### src/rtl/trunk_pkg.sv
// shared constants for the trunk port card and its system side
// assumes one 40 MHz clock for both ends
package trunk_pkg;
  localparam int NPORT = 8;
  localparam int NBUS = 2;
  localparam int NSLOT = 32;
  localparam int SLOT_W = 5;
  localparam int PCLK_HZ = 40_000_000;
  // pcm frame rate and slot spacing
  localparam int FRAME_HZ = 8_000;
  localparam int SLOT_CYC = PCLK_HZ / (FRAME_HZ * NSLOT);
  // tone receiver reference, phase accumulator increment
  localparam longint DTMF_REF_HZ = 3_579_500;
  localparam logic [15:0] DTMF_INC = 16'((DTMF_REF_HZ * 65536) / PCLK_HZ);
  // diagnostic serial rate
  localparam int DIAG_BAUD = 19_200;
  localparam int DIAG_DIV = PCLK_HZ / DIAG_BAUD;
  localparam int DIAG_BITS = 10;

  typedef enum logic [3:0] {
    CMD_NOP = 4'h0,
    CMD_HOOK = 4'h1,
    CMD_EARTH = 4'h2,
    CMD_LED = 4'h3,
    CMD_TXCFG = 4'h4,
    CMD_LISTEN = 4'h5,
    CMD_POLL = 4'h6,
    CMD_DIAG = 4'h7
  } cmd_e;

  // command argument fields
  localparam int ARG_BUS = 5;
  localparam int ARG_SLOT_LSB = 0;
  // status word fields
  localparam int SW_PORT_LSB = 13;
  localparam int SW_RING = 12;
  localparam int SW_CUR = 11;
  localparam int SW_DIGV = 10;
  localparam int SW_RING_CHG = 9;
  localparam int SW_CUR_CHG = 8;
  localparam int SW_DIG_LSB = 0;

  // system side register map
  localparam logic [11:0] REG_CTRL = 12'h000;
  localparam logic [11:0] REG_CMD = 12'h004;
  localparam logic [11:0] REG_STAT = 12'h008;
  localparam logic [11:0] REG_RES = 12'h040;
  localparam logic [11:0] REG_SLOT = 12'h100;
  localparam logic [11:0] REG_SLOT_END = 12'h200;
  localparam int CMD_CODE_LSB = 16;
  localparam int CMD_PORT_LSB = 8;
  localparam int STAT_BUSY = 0;
  localparam int STAT_DONE = 1;
  localparam int STAT_CNT_LSB = 8;
  localparam int RES_VALID = 16;
endpackage

### src/rtl/trunk_link_if.sv
// link between the trunk card and the system side: pcm buses and command bus
// assumes both ends share pclk
`timescale 1ns/100ps
interface trunk_link_if;
  import trunk_pkg::*;
  // slot timing and listened bus content, system to card
  logic slot_stb;
  logic [SLOT_W-1:0] slot_num;
  logic [NBUS-1:0][7:0] pcm_in;
  // card drive onto the buses
  logic [NBUS-1:0][7:0] pcm_out;
  logic [NBUS-1:0] pcm_oe;
  // command bus
  logic cmd_valid;
  logic [3:0] cmd_code;
  logic [2:0] cmd_port;
  logic [7:0] cmd_arg;
  logic cmd_busy;
  logic rsp_valid;
  logic rsp_last;
  logic [15:0] rsp_word;

  modport card (
    input slot_stb, slot_num, pcm_in, cmd_valid, cmd_code, cmd_port, cmd_arg,
    output pcm_out, pcm_oe, cmd_busy, rsp_valid, rsp_last, rsp_word
  );
  modport sys (
    output slot_stb, slot_num, pcm_in, cmd_valid, cmd_code, cmd_port, cmd_arg,
    input pcm_out, pcm_oe, cmd_busy, rsp_valid, rsp_last, rsp_word
  );
endinterface

### src/rtl/trunk_card.sv
// eight-port trunk card: per-port status, pcm slot exchange, polled events
// assumes system side drives slot timing and commands on the link
// Overview of operation
// [RL1] eight independent ports with full per-port circuitry
// [RL2] tone receiver yields sixteen digit symbols
// [RL3] tone receivers share one 3.5795 MHz reference
// [RL4] earth relay grounds the B lead
// [RL5] software sets port off-hook before calls
// [RL6] ring indication forwarded for answering calls
// [RL7] ring always valid; current only off-hook
// [RL8] normal loop current reads low
// [RL9] wink reads high for its duration
// [RL10] codec path converts samples both ways
// [RL11] each port listens any slot, either bus
// [RL12] ports transmit in eight consecutive slots
// [RL13] selected slot sample delivered to codec
// [RL14] both pcm buses behave identically
// [RL15] transmit bus and slot identify port
// [RL16] all ports polled in turn for events
// [RL17] poll reports every change since last
// [RL18] commands in, status out, same bus
// [RL19] three panel indicators from register
// [RL20] asynchronous diagnostic serial line
// [RL21] reported changes cleared after delivery
// [RL22] one byte per frame per slot
`timescale 1ns/100ps
module trunk_card #(
  parameter int DIAG_CYC = trunk_pkg::DIAG_DIV
) (
  // clock and reset
  input wire logic pclk,
  input wire logic presetn,
  // link to system side
  trunk_link_if.card link,
  // line detectors
  input wire logic [trunk_pkg::NPORT-1:0] ring_det,
  input wire logic [trunk_pkg::NPORT-1:0] cur_det,
  input wire logic [trunk_pkg::NPORT-1:0] dtmf_stb,
  input wire logic [trunk_pkg::NPORT-1:0][3:0] dtmf_digit,
  // codec paths
  input wire logic [trunk_pkg::NPORT-1:0][7:0] codec_tx,
  output logic [trunk_pkg::NPORT-1:0][7:0] codec_rx,
  output logic [trunk_pkg::NPORT-1:0] codec_rx_stb,
  // relays and reference
  output logic [trunk_pkg::NPORT-1:0] hook_relay,
  output logic [trunk_pkg::NPORT-1:0] b_lead_gnd,
  output logic dtmf_ref_clk,
  // panel and diagnostics
  output logic led_red,
  output logic led_yellow,
  output logic led_green,
  output logic diag_txd
);
  import trunk_pkg::*;

  typedef enum logic [1:0] {
    ST_IDLE = 2'b00,
    ST_SCAN = 2'b01,
    ST_END = 2'b10
  } card_st_e;

  typedef struct packed {
    card_st_e st;
    logic busy;
    logic [2:0] scan;
    logic [3:0] cnt;
    logic [NPORT-1:0] hook;
    logic [NPORT-1:0] earth;
    logic [2:0] led;
    logic tx_bus;
    logic [SLOT_W-1:0] tx_base;
    logic [NPORT-1:0] lis_bus;
    logic [NPORT-1:0][SLOT_W-1:0] lis_slot;
    logic [NBUS-1:0][7:0] pcm_out;
    logic [NBUS-1:0] pcm_oe;
    logic [NPORT-1:0][7:0] rx;
    logic [NPORT-1:0] rx_stb;
    logic [NPORT-1:0] ring;
    logic [NPORT-1:0] cur;
    logic [NPORT-1:0] ring_chg;
    logic [NPORT-1:0] cur_chg;
    logic [NPORT-1:0] dig_pend;
    logic [NPORT-1:0][3:0] digit;
    logic rsp_valid;
    logic rsp_last;
    logic [15:0] rsp_word;
    logic [15:0] ref_acc;
    logic [DIAG_BITS-1:0] tx_sh;
    logic [3:0] tx_left;
    logic [15:0] tx_div;
  } card_s;

  card_s s_q, s_d;

  function automatic logic [SLOT_W-1:0] port_slot(input logic [SLOT_W-1:0] base,
                                                  input int p);
    port_slot = SLOT_W'(base + SLOT_W'(p));
  endfunction

  function automatic logic [15:0] status_word(input card_s s, input int p);
    status_word = '0;
    status_word[SW_PORT_LSB +: 3] = 3'(p);
    status_word[SW_RING] = s.ring[p];
    status_word[SW_CUR] = s.cur[p];
    status_word[SW_DIGV] = s.dig_pend[p];
    status_word[SW_RING_CHG] = s.ring_chg[p];
    status_word[SW_CUR_CHG] = s.cur_chg[p];
    status_word[SW_DIG_LSB +: 4] = s.digit[p];
  endfunction

  always_comb begin
    logic cur_now;
    cur_now = 1'b0;
    s_d = s_q;
    s_d.rsp_valid = 1'b0;
    s_d.rsp_last = 1'b0;
    s_d.rx_stb = '0;
    s_d.ref_acc = s_q.ref_acc + DTMF_INC; // RL3

    // command bus and polling
    case (s_q.st)
      ST_IDLE: begin
        if (link.cmd_valid) begin // RL18
          case (cmd_e'(link.cmd_code))
            CMD_HOOK: s_d.hook[link.cmd_port] = link.cmd_arg[0]; // RL5
            CMD_EARTH: s_d.earth[link.cmd_port] = link.cmd_arg[0];
            CMD_LED: s_d.led = link.cmd_arg[2:0]; // RL19
            CMD_TXCFG: begin
              s_d.tx_bus = link.cmd_arg[ARG_BUS];
              s_d.tx_base = link.cmd_arg[ARG_SLOT_LSB +: SLOT_W];
            end
            CMD_LISTEN: begin
              s_d.lis_bus[link.cmd_port] = link.cmd_arg[ARG_BUS]; // RL11
              s_d.lis_slot[link.cmd_port] = link.cmd_arg[ARG_SLOT_LSB +: SLOT_W];
            end
            CMD_POLL: begin
              s_d.st = ST_SCAN;
              s_d.scan = '0;
              s_d.cnt = '0;
            end
            CMD_DIAG: begin
              if (s_q.tx_left == '0) begin // RL20
                s_d.tx_sh = {1'b1, link.cmd_arg, 1'b0};
                s_d.tx_left = 4'(DIAG_BITS);
                s_d.tx_div = 16'(DIAG_CYC - 1);
              end
            end
            default: ;
          endcase
        end
      end
      ST_SCAN: begin
        if (s_q.ring_chg[s_q.scan] || s_q.cur_chg[s_q.scan] ||
            s_q.dig_pend[s_q.scan]) begin // RL16
          s_d.rsp_valid = 1'b1; // RL17
          s_d.rsp_word = status_word(s_q, int'(s_q.scan));
          s_d.cnt = s_q.cnt + 4'h1;
          s_d.ring_chg[s_q.scan] = 1'b0; // RL21
          s_d.cur_chg[s_q.scan] = 1'b0;
          s_d.dig_pend[s_q.scan] = 1'b0;
        end
        s_d.scan = s_q.scan + 3'h1;
        if (s_q.scan == 3'(NPORT - 1)) begin
          s_d.st = ST_END;
        end
      end
      ST_END: begin
        s_d.rsp_valid = 1'b1;
        s_d.rsp_last = 1'b1;
        s_d.rsp_word = {12'h000, s_q.cnt};
        s_d.st = ST_IDLE;
      end
      default: s_d.st = ST_IDLE;
    endcase
    s_d.busy = (s_d.st != ST_IDLE);

    // detector sampling after clearing, so a new event wins
    for (int p = 0; p < NPORT; p++) begin // RL1
      s_d.ring[p] = ring_det[p]; // RL7
      if (ring_det[p] != s_q.ring[p]) begin
        s_d.ring_chg[p] = 1'b1; // RL6
      end
      cur_now = s_q.hook[p] ? cur_det[p] : 1'b1; // RL7
      s_d.cur[p] = cur_now; // RL8 RL9
      if (s_q.hook[p] && cur_now != s_q.cur[p]) begin
        s_d.cur_chg[p] = 1'b1;
      end
      if (dtmf_stb[p]) begin
        s_d.dig_pend[p] = 1'b1; // RL2
        s_d.digit[p] = dtmf_digit[p];
      end
    end

    // pcm slot exchange, one byte per slot per frame
    if (link.slot_stb) begin // RL22
      for (int b = 0; b < NBUS; b++) begin // RL14
        s_d.pcm_oe[b] = 1'b0;
        for (int p = 0; p < NPORT; p++) begin
          if (s_q.tx_bus == 1'(b) && link.slot_num == port_slot(s_q.tx_base, p)) begin
            s_d.pcm_out[b] = codec_tx[p]; // RL12 RL10
            s_d.pcm_oe[b] = 1'b1;
          end
        end
      end
      for (int p = 0; p < NPORT; p++) begin
        if (link.slot_num == s_q.lis_slot[p]) begin // RL15
          s_d.rx[p] = link.pcm_in[s_q.lis_bus[p]]; // RL13 RL10
          s_d.rx_stb[p] = 1'b1;
        end
      end
    end

    // diagnostic serial shifter, lsb first
    if (s_q.tx_left != '0) begin
      if (s_q.tx_div == '0) begin
        s_d.tx_sh = {1'b1, s_q.tx_sh[DIAG_BITS-1:1]};
        s_d.tx_left = s_q.tx_left - 4'h1;
        s_d.tx_div = 16'(DIAG_CYC - 1);
      end else begin
        s_d.tx_div = s_q.tx_div - 16'h0001;
      end
    end
  end

  always_ff @(posedge pclk or negedge presetn) begin
    if (!presetn) begin
      s_q <= '0;
      s_q.st <= ST_IDLE;
      s_q.cur <= '1;
      s_q.tx_sh <= '1;
    end else begin
      s_q <= s_d;
    end
  end

  assign link.pcm_out = s_q.pcm_out;
  assign link.pcm_oe = s_q.pcm_oe;
  assign link.cmd_busy = s_q.busy;
  assign link.rsp_valid = s_q.rsp_valid;
  assign link.rsp_last = s_q.rsp_last;
  assign link.rsp_word = s_q.rsp_word;
  assign codec_rx = s_q.rx;
  assign codec_rx_stb = s_q.rx_stb;
  assign hook_relay = s_q.hook;
  assign b_lead_gnd = s_q.earth; // RL4
  assign dtmf_ref_clk = s_q.ref_acc[15];
  assign {led_red, led_yellow, led_green} = s_q.led;
  assign diag_txd = s_q.tx_sh[0];
endmodule

### src/flat_wrapper.sv
// flat-port wrapper written by rule: the top's interface ports become plain ports
module trunk_card_flat import trunk_pkg::*;
#(
  parameter int DIAG_CYC = trunk_pkg::DIAG_DIV
)
  (pclk, presetn, ring_det, cur_det, dtmf_stb, dtmf_digit, codec_tx, codec_rx, codec_rx_stb, hook_relay, b_lead_gnd, dtmf_ref_clk, led_red, led_yellow, led_green, diag_txd, link_slot_stb, link_slot_num, link_pcm_in, link_cmd_valid, link_cmd_code, link_cmd_port, link_cmd_arg, link_pcm_out, link_pcm_oe, link_cmd_busy, link_rsp_valid, link_rsp_last, link_rsp_word);
  trunk_link_if link_i ();
  input wire logic pclk;
  input wire logic presetn;
  input wire logic [trunk_pkg::NPORT-1:0] ring_det;
  input wire logic [trunk_pkg::NPORT-1:0] cur_det;
  input wire logic [trunk_pkg::NPORT-1:0] dtmf_stb;
  input wire logic [trunk_pkg::NPORT-1:0][3:0] dtmf_digit;
  input wire logic [trunk_pkg::NPORT-1:0][7:0] codec_tx;
  output logic [trunk_pkg::NPORT-1:0][7:0] codec_rx;
  output logic [trunk_pkg::NPORT-1:0] codec_rx_stb;
  output logic [trunk_pkg::NPORT-1:0] hook_relay;
  output logic [trunk_pkg::NPORT-1:0] b_lead_gnd;
  output logic dtmf_ref_clk;
  output logic led_red;
  output logic led_yellow;
  output logic led_green;
  output logic diag_txd;
  input wire logic [$bits(link_i.slot_stb)-1:0] link_slot_stb;
  input wire logic [$bits(link_i.slot_num)-1:0] link_slot_num;
  input wire logic [$bits(link_i.pcm_in)-1:0] link_pcm_in;
  input wire logic [$bits(link_i.cmd_valid)-1:0] link_cmd_valid;
  input wire logic [$bits(link_i.cmd_code)-1:0] link_cmd_code;
  input wire logic [$bits(link_i.cmd_port)-1:0] link_cmd_port;
  input wire logic [$bits(link_i.cmd_arg)-1:0] link_cmd_arg;
  output wire logic [$bits(link_i.pcm_out)-1:0] link_pcm_out;
  output wire logic [$bits(link_i.pcm_oe)-1:0] link_pcm_oe;
  output wire logic [$bits(link_i.cmd_busy)-1:0] link_cmd_busy;
  output wire logic [$bits(link_i.rsp_valid)-1:0] link_rsp_valid;
  output wire logic [$bits(link_i.rsp_last)-1:0] link_rsp_last;
  output wire logic [$bits(link_i.rsp_word)-1:0] link_rsp_word;
  assign link_i.slot_stb = link_slot_stb;
  assign link_i.slot_num = link_slot_num;
  assign link_i.pcm_in = link_pcm_in;
  assign link_i.cmd_valid = link_cmd_valid;
  assign link_i.cmd_code = link_cmd_code;
  assign link_i.cmd_port = link_cmd_port;
  assign link_i.cmd_arg = link_cmd_arg;
  assign link_pcm_out = link_i.pcm_out;
  assign link_pcm_oe = link_i.pcm_oe;
  assign link_cmd_busy = link_i.cmd_busy;
  assign link_rsp_valid = link_i.rsp_valid;
  assign link_rsp_last = link_i.rsp_last;
  assign link_rsp_word = link_i.rsp_word;
  trunk_card #(.DIAG_CYC(DIAG_CYC)) u_core (.pclk(pclk), .presetn(presetn), .link(link_i), .ring_det(ring_det), .cur_det(cur_det), .dtmf_stb(dtmf_stb), .dtmf_digit(dtmf_digit), .codec_tx(codec_tx), .codec_rx(codec_rx), .codec_rx_stb(codec_rx_stb), .hook_relay(hook_relay), .b_lead_gnd(b_lead_gnd), .dtmf_ref_clk(dtmf_ref_clk), .led_red(led_red), .led_yellow(led_yellow), .led_green(led_green), .diag_txd(diag_txd));
endmodule
### config.mk
export PLATFORM = sky130hd
export DESIGN_NAME = trunk_card_flat
export DESIGN_NICKNAME = d
export VERILOG_FILES = /design/src/rtl/trunk_pkg.sv /design/src/rtl/trunk_link_if.sv /design/src/rtl/trunk_card.sv /design/src/flat_wrapper.sv
export SDC_FILE = /design/constraint.sdc
export NUM_CORES = 1
export LEC_CHECK = 0
export BUFFER_PORTS_ARGS = -buffer_cell sky130_fd_sc_hd__buf_2
export CAP_MARGIN = 40
export CORE_AREA = 8 8 167 248
export CTS_CLUSTER_SIZE = 16
export DETAILED_ROUTE_END_ITERATION = 6
export DIE_AREA = 0 0 175 256
export GPL_TIMING_DRIVEN = 0
export REMOVE_ABC_BUFFERS = 1
export SLEW_MARGIN = 10
export SYNTH_ARGS = -nofsm -noshare
export SYNTH_HDL_FRONTEND = slang
export SYNTH_SLANG_ARGS = --single-unit
### constraint.sdc
create_clock -name pclk -period 6.8 [get_ports pclk]
set_input_delay 2.04 -clock pclk [delete_from_list [all_inputs] [get_ports pclk]]
set_output_delay 2.04 -clock pclk [all_outputs]
set_load 0.01 [all_outputs]
## Word-level counts from Yosys, hierarchy flattened

Cells that the tools add are included.

| word-level totals | value |
|---|---|
| flip-flop bits (word level) | 309 |
| input bits | 160 |
| word-level logic and storage cells | 419 |

| operators by class | value |
|---|---|
| add/subtract/negate cells | 12 |
| magnitude comparators | 13 |
| equality and inequality tests | 45 |
| muxes and demuxes | 141 |
| bitwise logic cells | 5 |
| reduce and logical (&&, ||, !) cells | 132 |

Operators by type and width:

| kind | number |
|---|---|
| 8-bit two-way mux | 35 |
| 30-bit two-way mux | 5 |
| 2-bit nonzero test | 55 |
| 5-bit == test | 16 |
| 80-bit two-way mux | 1 |
| 2-bit AND reduction | 35 |
| 1-bit two-way mux | 68 |
| 24-bit two-way mux | 2 |
| 48-bit two-way mux | 1 |
| 40-bit bitwise mux | 1 |
| 16-bit two-way mux | 2 |
| 16-bit case mux with 2 select lines | 1 |
| 1-bit logical AND | 26 |
| 8-bit AND | 3 |
| 8-bit bitwise mux | 3 |
| 5-bit by 3-bit adder with 5-bit output (second input constant) | 4 |
| 3-bit AND reduction | 6 |
| 16-bit by 13-bit adder with 16-bit output (second input constant) | 1 |
| 4-bit by 3-bit == test with 1-bit output (second input constant) | 4 |
| 16-bit zero test | 1 |
| 1-bit by 2-bit less-than comparator with 1-bit output (second input constant) | 8 |
| 1-bit inequality test | 16 |
| 8-bit nonzero test | 2 |
| 16-bit by 1-bit subtractor with 16-bit output (second input constant) | 1 |
| other kinds (35) | 51 |

## Longest topological paths before layout

Gate-level depths: netlist of the first run.

| depth | value |
|---|---|
| depth after elaboration | 10 |
| gate-level depth with buffers | 12 |

## Worst setup path after synthesis of the first run

OpenSTA, ideal clock, no wires.

| timing | value |
|---|---|
| path kind | input -> register |
| from | input port link_slot_num[4] |
| to | register u_core.s_q, in the netlist u_core.link.pcm_out[0] |
| library setup time | 0.125 ns |
| arrival time | 4.112 ns |
| required time | 6.675 ns |
| path slack | 2.563 ns |
| stages on the path | 9 |
| buffers on the path | 2 |
| cells stage by stage | buf_4 xnor2_1 or3_1 nand3_1 or4_1 clkbuf_1 nand4b_1 o2bb2ai_2 mux2_2 |

| between the ends | value |
|---|---|
| word-level cells in the longest chain between the ends | 9 |

RTL lines:

| item | line | source |
|---|---|---|
| start: declaration | flat_wrapper.sv:25 | `input wire logic [$bits(link_i.slot_num)-1:0] link_slot_num;` |
| 5-bit == test | trunk_card.sv:199 | `if (s_q.tx_bus == 1'(b) && link.slot_num == port_slot(s_q.tx_base, p)) begin` |
| 1-bit logical AND | trunk_card.sv:199 |  |
| 8-bit two-way mux (7 in series) | trunk_card.sv:199 |  |
| end: declaration | trunk_card.sv:93 | `card_s s_q, s_d;` |

Parallel ways exist; a longest one is shown, timed or not.
A chain may end at the register's enable or synchronous reset.

## Worst setup path after layout of the first run

| timing | value |
|---|---|
| from | input port link_slot_num[4] |
| to | register u_core.s_q, in the netlist u_core.link.pcm_out[3] |

The elaborated chain is that of the path after synthesis.

==> impl_metrics.xml, run 1 <==
<?xml version="1.0" encoding="UTF-8"?>
<metrics>
  <group name="flow_run">
    <metric name="max_cap_violations" unit="">0</metric>
  </group>
  <group name="yosys">
    <metric name="ys_seq_elements" unit="">302</metric>
    <metric name="synth_edf_count" unit="">0</metric>
    <metric name="synth_top_cell_area_share" unit="%">43.5</metric>
    <metric name="yosysMostFrequentCell" unit="">dfrtp_1</metric>
    <metric name="synth.avg_cell_area" unit="um^2">10.7</metric>
    <metric name="synth_cells" unit="">1523</metric>
    <metric name="synth_sequential_area_ratio" unit="%">46.4</metric>
    <metric name="syn-cell-area" unit="um^2">16300</metric>
    <metric name="synth-warning-count" unit="">0</metric>
    <metric name="synthDistinctLibCells" unit="">73</metric>
    <metric name="synth.largest_area_cell" unit="">dfrtp_1</metric>
    <metric name="ys.flop_type" unit="">dfrtp_1</metric>
    <metric name="synthTopCellsByCount" unit="">dfrtp_1 (284), mux2_2 (129), buf_4 (125), a21oi_1 (122), nor2_1 (116)</metric>
    <metric name="post_synth_main_area_contributors" unit="">dfrtp_1 (43%), mux2_2 (8.9%), mux2i_1 (5.9%)</metric>
    <metric name="synthArstFlopShare" unit="%">100</metric>
  </group>
  <group name="floorplanning">
    <metric name="floorplan.die.height" unit="um">256</metric>
    <metric name="ios" unit="">290</metric>
    <metric name="fp.coreArea" unit="um^2">38000</metric>
    <metric name="initial_core_util" unit="%">43.0</metric>
    <metric name="floorplan.rows" unit="">88</metric>
    <metric name="chipWidth" unit="um">175</metric>
    <metric name="floorplan.die_area" unit="um^2">44800</metric>
  </group>
  <group name="worst_setup_path">
    <metric name="criticalPathCategory" unit="">in -&gt; reg</metric>
    <metric name="worst-endpoint-required" unit="ns">7.25</metric>
    <metric name="worst_ep_arrival_time" unit="ns">5.15</metric>
    <metric name="crit_path_max_fanout" unit="">11</metric>
    <metric name="critical_path.startpoint_type" unit="">primary input</metric>
    <metric name="setup.worst_path.end_class" unit="">flip-flop</metric>
  </group>
  <group name="placement">
    <metric name="gp_congestion" unit="">0.849</metric>
    <metric name="numPortBuffers" unit="">285</metric>
    <metric name="hpwlAfterDp" unit="um">32800</metric>
    <metric name="preCtsSetupSlack" unit="ns">1.54</metric>
    <metric name="dpl.cell_count" unit="">2122</metric>
    <metric name="placedInstanceArea" unit="um^2">17500</metric>
  </group>
  <group name="sta">
    <metric name="timing.slew.headroom" unit="%">34.5</metric>
    <metric name="final_critical_delay_including_setup_and_external_delays" unit="ns">4.71</metric>
    <metric name="drv_slew" unit="">0</metric>
    <metric name="tightest_slew" unit="ns">0.977</metric>
    <metric name="final_min_period_over_clock_period" unit="%">69.2</metric>
    <metric name="setup-violations-final" unit="">0</metric>
    <metric name="final-hold-violation-count" unit="">0</metric>
    <metric name="max_clock_freq" unit="MHz">212</metric>
    <metric name="setup_ws" unit="ns">2.09</metric>
    <metric name="timing.clock.skew" unit="ns">0.00962</metric>
    <metric name="rsz0062_at_grt" unit="">false</metric>
  </group>
  <group name="final_layout">
    <metric name="design.final.nets" unit="">1839</metric>
    <metric name="finalCoreUtilization" unit="%">49.2</metric>
    <metric name="finalNonFillerCells" unit="">2181</metric>
    <metric name="layout-drive-gt1-share" unit="%">33.0</metric>
    <metric name="filler_cell_count" unit="">3526</metric>
    <metric name="layout-area-overhead-vs-synth" unit="%">14.3</metric>
    <metric name="final_design_area_no_fill" unit="um^2">18700</metric>
  </group>
  <group name="global_route">
    <metric name="gr-usage-all-layers" unit="%">19.7</metric>
    <metric name="grt.overflow.total" unit="">0</metric>
    <metric name="first_global_vias" unit="">12700</metric>
    <metric name="grt_pass1_wl" unit="um">71300</metric>
    <metric name="antenna_found_initial" unit="">8</metric>
    <metric name="grt_max_degree" unit="">108</metric>
  </group>
  <group name="pwr">
    <metric name="cell_pwr_density" unit="nW/um^2">326</metric>
    <metric name="vdd.ir_drop.worst" unit="mV">0.269</metric>
    <metric name="cellLeakagePower" unit="uW">0.00834</metric>
    <metric name="total_power" unit="uW">6080</metric>
  </group>
  <group name="route">
    <metric name="route.vias.total" unit="">11900</metric>
    <metric name="drtPass1Iterations" unit="">5</metric>
    <metric name="routedWlPerCell" unit="um">20.5</metric>
    <metric name="drcViolationCount" unit="">0</metric>
    <metric name="ant_nets" unit="">0</metric>
    <metric name="dr.first_iter.drc_count" unit="">592</metric>
    <metric name="post_drt_via_cell_ratio" unit="">5.47</metric>
    <metric name="postRouteWirelength" unit="um">44800</metric>
  </group>
  <group name="min_path">
    <metric name="hold_class" unit="">reg -&gt; reg</metric>
  </group>
  <group name="cts">
    <metric name="clk_latency_worst_skew_pair" unit="ns">0.56</metric>
    <metric name="cts_max_level" unit="">1</metric>
    <metric name="cts.reportedPaths.clkPinSlew" unit="ns">0.07</metric>
    <metric name="cts-buffers-inserted" unit="">31</metric>
    <metric name="cts_num_sinks" unit="">302</metric>
    <metric name="postCtsSetupBuffers" unit="">0</metric>
    <metric name="cts_root_buffer" unit="">clkbuf_16</metric>
    <metric name="max-clock-path-buffers" unit="">3</metric>
    <metric name="cts_tree" unit="">yes</metric>
    <metric name="holdBufCountCts" unit="">0</metric>
    <metric name="cts.repair.resized" unit="">0</metric>
  </group>
  <group name="run_status">
    <metric name="status" unit="">completed</metric>
  </group>
</metrics>
[kinds of logic (layout without fill, tap and decap cells)]
kind of cell | after synthesis | in the layout | synth area share, %
multiplexers | 238 | 238 | 16.4
AND/OR/NAND/NOR | 346 | 346 | 10.1
other | 1 | 5 | 0.0229
buffers and inverters | 226 | 385 | 8.15
adder cells (fa/ha/maj) | 18 | 18 | 1.38
AO/OA/AOI/OAI | 300 | 300 | 12.1
flip-flops | 302 | 302 | 46.4
XOR/XNOR | 92 | 92 | 5.48
[power by group]
part           switching, uW  internal, uW  total, uW
Sequential               286          2150       2430
Clock                    740          1150       1890
Combinational            944           817       1760
[area by class of cell]
class / instances / area, um^2 / area share (%)
Sequential cell: 302 / 7580 / 40.6
Multi-Input combinational cell: 998 / 7520 / 40.3
Timing Repair Buffer: 309 / 1720 / 9.23
Clock buffer: 43 / 931 / 4.99
Tap cell: 495 / 619 / 3.32
Clock inverter: 14 / 219 / 1.17
Inverter: 19 / 71.3 / 0.382
Antenna cell: 1 / 2.50 / 0.0134
[final timing paths]
path | startpoint | end | slack (ns) | cells after the start
max reg2reg | u_core.s_q[276] | u_core.link.pcm_out[3] | 3.25 | 8
min in group asynchronous | presetn | async pin | 1.31 | 1
min | flip-flop | u_core.s_q[125] | 0.44 | 1
max | link_slot_num[4] | u_core.link.pcm_out[3] | 2.09 | 8
max in group asynchronous | presetn | u_core.link.pcm_out[1] | 4.32 | 3
min reg2reg | flip-flop | u_core.s_q[125] | 0.44 | 1
[layer usage]
metal | part of all wire [%] | GRT usage (%) | up-vias
met5 | 0.19 | 0 | -
met4 | 3.0 | 6.54 | 14
met3 | 6.3 | 4.72 | 96
met2 | 51 | 35.2 | 342
met1 | 39 | 22.5 | 5923
li1 | - | - | 5550
[layout by cell type (no fill, tap or decap), types with 5 or more instances in the layout]
cell type and n:
nand4_1 11, dfrtp_1 282, clkbuf_16 31, inv_1 19
buf_4 15, buf_2 286, xor2_1 31, a21o_1 14
nor3_1 21, nor2b_1 8, xnor2_1 54, buf_16 5
clkbuf_8 11, o21ai_0 41, a21oi_1 122, or3_1 5
a31oi_1 14, nor3_2 12, o22ai_1 12, nand2_1 93
ha_1 18, bufinv_16 5, mux2i_1 97, nand2b_1 21
xor3_1 5, dfstp_2 18, a221oi_1 10, a211o_1 15
nor2_1 116, a221o_1 9, mux2_2 129, a22o_1 34
mux4_2 11, nand3_1 18
[worst max-delay path: stages]
cell and delay [ns]:
buf_2 0.34, xor3_1 0.61, or3_4 0.41, a2111oi_4 0.77, or2_1 0.47, a211o_1 0.16, a31oi_1 0.08, mux2_2 0.27
[metrics by stage]
step / hold WS, ns / setup TNS, ns
after floorplan: 0.422 / 0
after global placement: 0.432 / -616.91
after detailed placement: 0.431 / 0
after CTS: 0.443 / 0
after global routing: 0.470 / 0
final: 0.441 / 0
Note: power is estimated with default switching activity, not from simulation.
==> run 2, diff against run 1 <==
--- a/config.mk
+++ b/config.mk
@@ -12,6 +12,7 @@
 export DETAILED_ROUTE_END_ITERATION = 6
 export DIE_AREA = 0 0 175 256
 export GPL_TIMING_DRIVEN = 0
+export PLACE_DENSITY = 0.67
 export REMOVE_ABC_BUFFERS = 1
 export SLEW_MARGIN = 10
 export SYNTH_ARGS = -nofsm -noshare
==> constraint.sdc (replaced) <==
create_clock -name pclk -period 4 [get_ports pclk]
set_input_delay 1.2 -clock pclk [delete_from_list [all_inputs] [get_ports pclk]]
set_output_delay 1.2 -clock pclk [all_outputs]
set_load 0.01 [all_outputs]
==> impl_metrics.xml, run 2 (synthesis results as in run 1) <==
<?xml version="1.0" encoding="UTF-8"?>
<metrics>
  <group name="route">
    <metric name="drcViolationCount" unit="">0</metric>
    <metric name="routedWlPerCell" unit="um">20.7</metric>
    <metric name="ant_nets" unit="">0</metric>
    <metric name="dr.first_iter.drc_count" unit="">662</metric>
    <metric name="post_drt_via_cell_ratio" unit="">5.52</metric>
    <metric name="postRouteWirelength" unit="um">45200</metric>
    <metric name="drtPass1Iterations" unit="">5</metric>
    <metric name="route.vias.total" unit="">12000</metric>
  </group>
  <group name="global_route">
    <metric name="first_global_vias" unit="">12700</metric>
    <metric name="grt_max_degree" unit="">114</metric>
    <metric name="antenna_found_initial" unit="">6</metric>
    <metric name="gr-usage-all-layers" unit="%">19.5</metric>
    <metric name="grt.overflow.total" unit="">0</metric>
    <metric name="grt_pass1_wl" unit="um">70200</metric>
  </group>
  <group name="sta">
    <metric name="timing.slew.headroom" unit="%">35.1</metric>
    <metric name="final-hold-violation-count" unit="">0</metric>
    <metric name="setup-violations-final" unit="">0</metric>
    <metric name="final_critical_delay_including_setup_and_external_delays" unit="ns">3.92</metric>
    <metric name="timing.clock.skew" unit="ns">0.0120</metric>
    <metric name="setup_ws" unit="ns">0.0804</metric>
    <metric name="final_min_period_over_clock_period" unit="%">98.0</metric>
    <metric name="rsz0062_at_grt" unit="">false</metric>
    <metric name="drv_slew" unit="">0</metric>
    <metric name="tightest_slew" unit="ns">0.973</metric>
    <metric name="max_clock_freq" unit="MHz">255</metric>
    <metric name="final.hold.worst_slack" unit="ns">0.394</metric>
  </group>
  <group name="worst_setup_path">
    <metric name="timing.critical_path.slowest_cell_delay" unit="ns">0.75</metric>
    <metric name="worst-endpoint-required" unit="ns">4.45</metric>
    <metric name="path_cells" unit="">buf_2, xor3_1, or3_4, a2111oi_4, or2_1, a211o_1, a31oi_1, mux2_2</metric>
    <metric name="critical-path-top-delay-family" unit="">compound AO/OA/AOI/OAI gates</metric>
    <metric name="crit_path_max_fanout" unit="">11</metric>
    <metric name="criticalPathCategory" unit="">in -&gt; reg</metric>
    <metric name="setup.worst_path.end_class" unit="">flip-flop</metric>
    <metric name="crit_slowest_cell" unit="">a2111oi_4</metric>
    <metric name="worst_ep_arrival_time" unit="ns">4.37</metric>
    <metric name="reg2reg_slack" unit="ns">0.30</metric>
    <metric name="critical_path.n_buffers_inverters" unit="">1</metric>
    <metric name="critical_path.startpoint_type" unit="">primary input</metric>
  </group>
  <group name="cts">
    <metric name="cts_num_sinks" unit="">302</metric>
    <metric name="max-clock-path-buffers" unit="">3</metric>
    <metric name="cts-buffers-inserted" unit="">30</metric>
    <metric name="holdBufCountCts" unit="">0</metric>
    <metric name="postCtsSetupBuffers" unit="">0</metric>
    <metric name="cts_root_buffer" unit="">clkbuf_16</metric>
    <metric name="cts.repair.resized" unit="">0</metric>
    <metric name="clk_latency_worst_skew_pair" unit="ns">0.57</metric>
    <metric name="cts_tree" unit="">yes</metric>
    <metric name="cts_max_level" unit="">1</metric>
    <metric name="cts.reportedPaths.clkPinSlew" unit="ns">0.07</metric>
  </group>
  <group name="min_path">
    <metric name="hold_class" unit="">in -&gt; async</metric>
  </group>
  <group name="run_status">
    <metric name="status" unit="">completed</metric>
  </group>
  <group name="final_layout">
    <metric name="layout-area-overhead-vs-synth" unit="%">13.4</metric>
    <metric name="layout_commonest_cell" unit="">buf_2</metric>
    <metric name="final_cell_mix" unit="">buf_2 (287), dfrtp_1 (283), mux2_2 (129), a21oi_1 (122), nor2_1 (116)</metric>
    <metric name="design.final.nets" unit="">1836</metric>
    <metric name="layout-drive-gt1-share" unit="%">32.5</metric>
    <metric name="finalCoreUtilization" unit="%">48.8</metric>
  </group>
  <group name="pwr">
    <metric name="vdd.ir_drop.worst" unit="mV">0.341</metric>
    <metric name="cellLeakagePower" unit="uW">0.00829</metric>
    <metric name="total_power" unit="uW">10100</metric>
    <metric name="cell_pwr_density" unit="nW/um^2">546</metric>
  </group>
  <group name="flow_run">
    <metric name="max_cap_violations" unit="">0</metric>
  </group>
  <group name="placement">
    <metric name="numPortBuffers" unit="">285</metric>
    <metric name="preCtsSetupSlack" unit="ns">-0.429</metric>
    <metric name="hpwlAfterDp" unit="um">33200</metric>
    <metric name="gp_congestion" unit="">0.828</metric>
  </group>
  <group name="floorplanning">
    <metric name="initial_core_util" unit="%">43.0</metric>
    <metric name="floorplan.rows" unit="">88</metric>
    <metric name="ios" unit="">290</metric>
    <metric name="floorplan.die.height" unit="um">256</metric>
    <metric name="floorplan.die_area" unit="um^2">44800</metric>
    <metric name="chipWidth" unit="um">175</metric>
    <metric name="fp.coreArea" unit="um^2">38000</metric>
  </group>
</metrics>
run 2: cell count changes in the layout (fill, tap and decap cells not counted), sizes merged:
cell      previous run  this run
clkinvlp             4         1
bufinv               5         3
clkinv               4         7
clkbuf              43        44
buf                309       307
run 2: through the flow:
stage	instances	TNS, ns	area (um^2)
after floorplan	1319	0	15100
after global placement	2099	-1165.59	17100
after CTS	2177	0	18500
final	2178	0	18500
after global routing	2178	0	18500
after detailed placement	2121	-6.08	17500
run 2: power by group:
part | total [uW] | switching (uW) | leakage [uW] | internal [uW]
Clock | 2950 | 1230 | 0.000508 | 1730
Combinational | 3020 | 1630 | 0.00414 | 1400
Sequential | 4140 | 492 | 0.00364 | 3650
run 2: area by class of cell:
cell class | count | area (um^2)
antenna | 1 | 2.50
clock buffer | 44 | 885
clock inverter | 12 | 145
fill | 3495 | 19400
inverter | 19 | 71.3
multi-input combinational | 998 | 7520
sequential | 302 | 7580
tap | 495 | 619
timing repair buffer | 307 | 1710
run 2: worst paths after layout:
kind	from	endpoint	cells past startpoint
worst max-delay path	link_slot_num[4]	u_core.link.pcm_out[6]	8
worst max register to register	u_core.s_q[276]	u_core.link.pcm_out[8]	9
worst min-delay path	presetn	u_core.dtmf_ref_clk	1
min in group pclk	flip-flop	u_core.s_q[126]	1
max in group asynchronous	presetn	u_core.s_q[305]	3
worst min register to register	flip-flop	u_core.s_q[126]	1
run 2: worst reg2reg max path: cells and delay by family (launching register included):
family          cells  cell delay, ns
simple gates        4            1.65
fa+ha+maj           1            0.32
buf+inv             1            0.18
compound gates      1            0.27
mux                 1            0.39
xor+xnor            1            0.18
flops               1            0.58
run 2: routing by layer:
| layer | part of all wire [%] | up-vias | track usage, % |
|---|---|---|---|
| met5 | 0.14 | - | 0 |
| met4 | 4.2 | 10 | 8.31 |
| met1 | 38 | 5947 | 21.1 |
| met2 | 52 | 385 | 35.5 |
| li1 | - | 5554 | - |
| met3 | 6.2 | 126 | 4.50 |
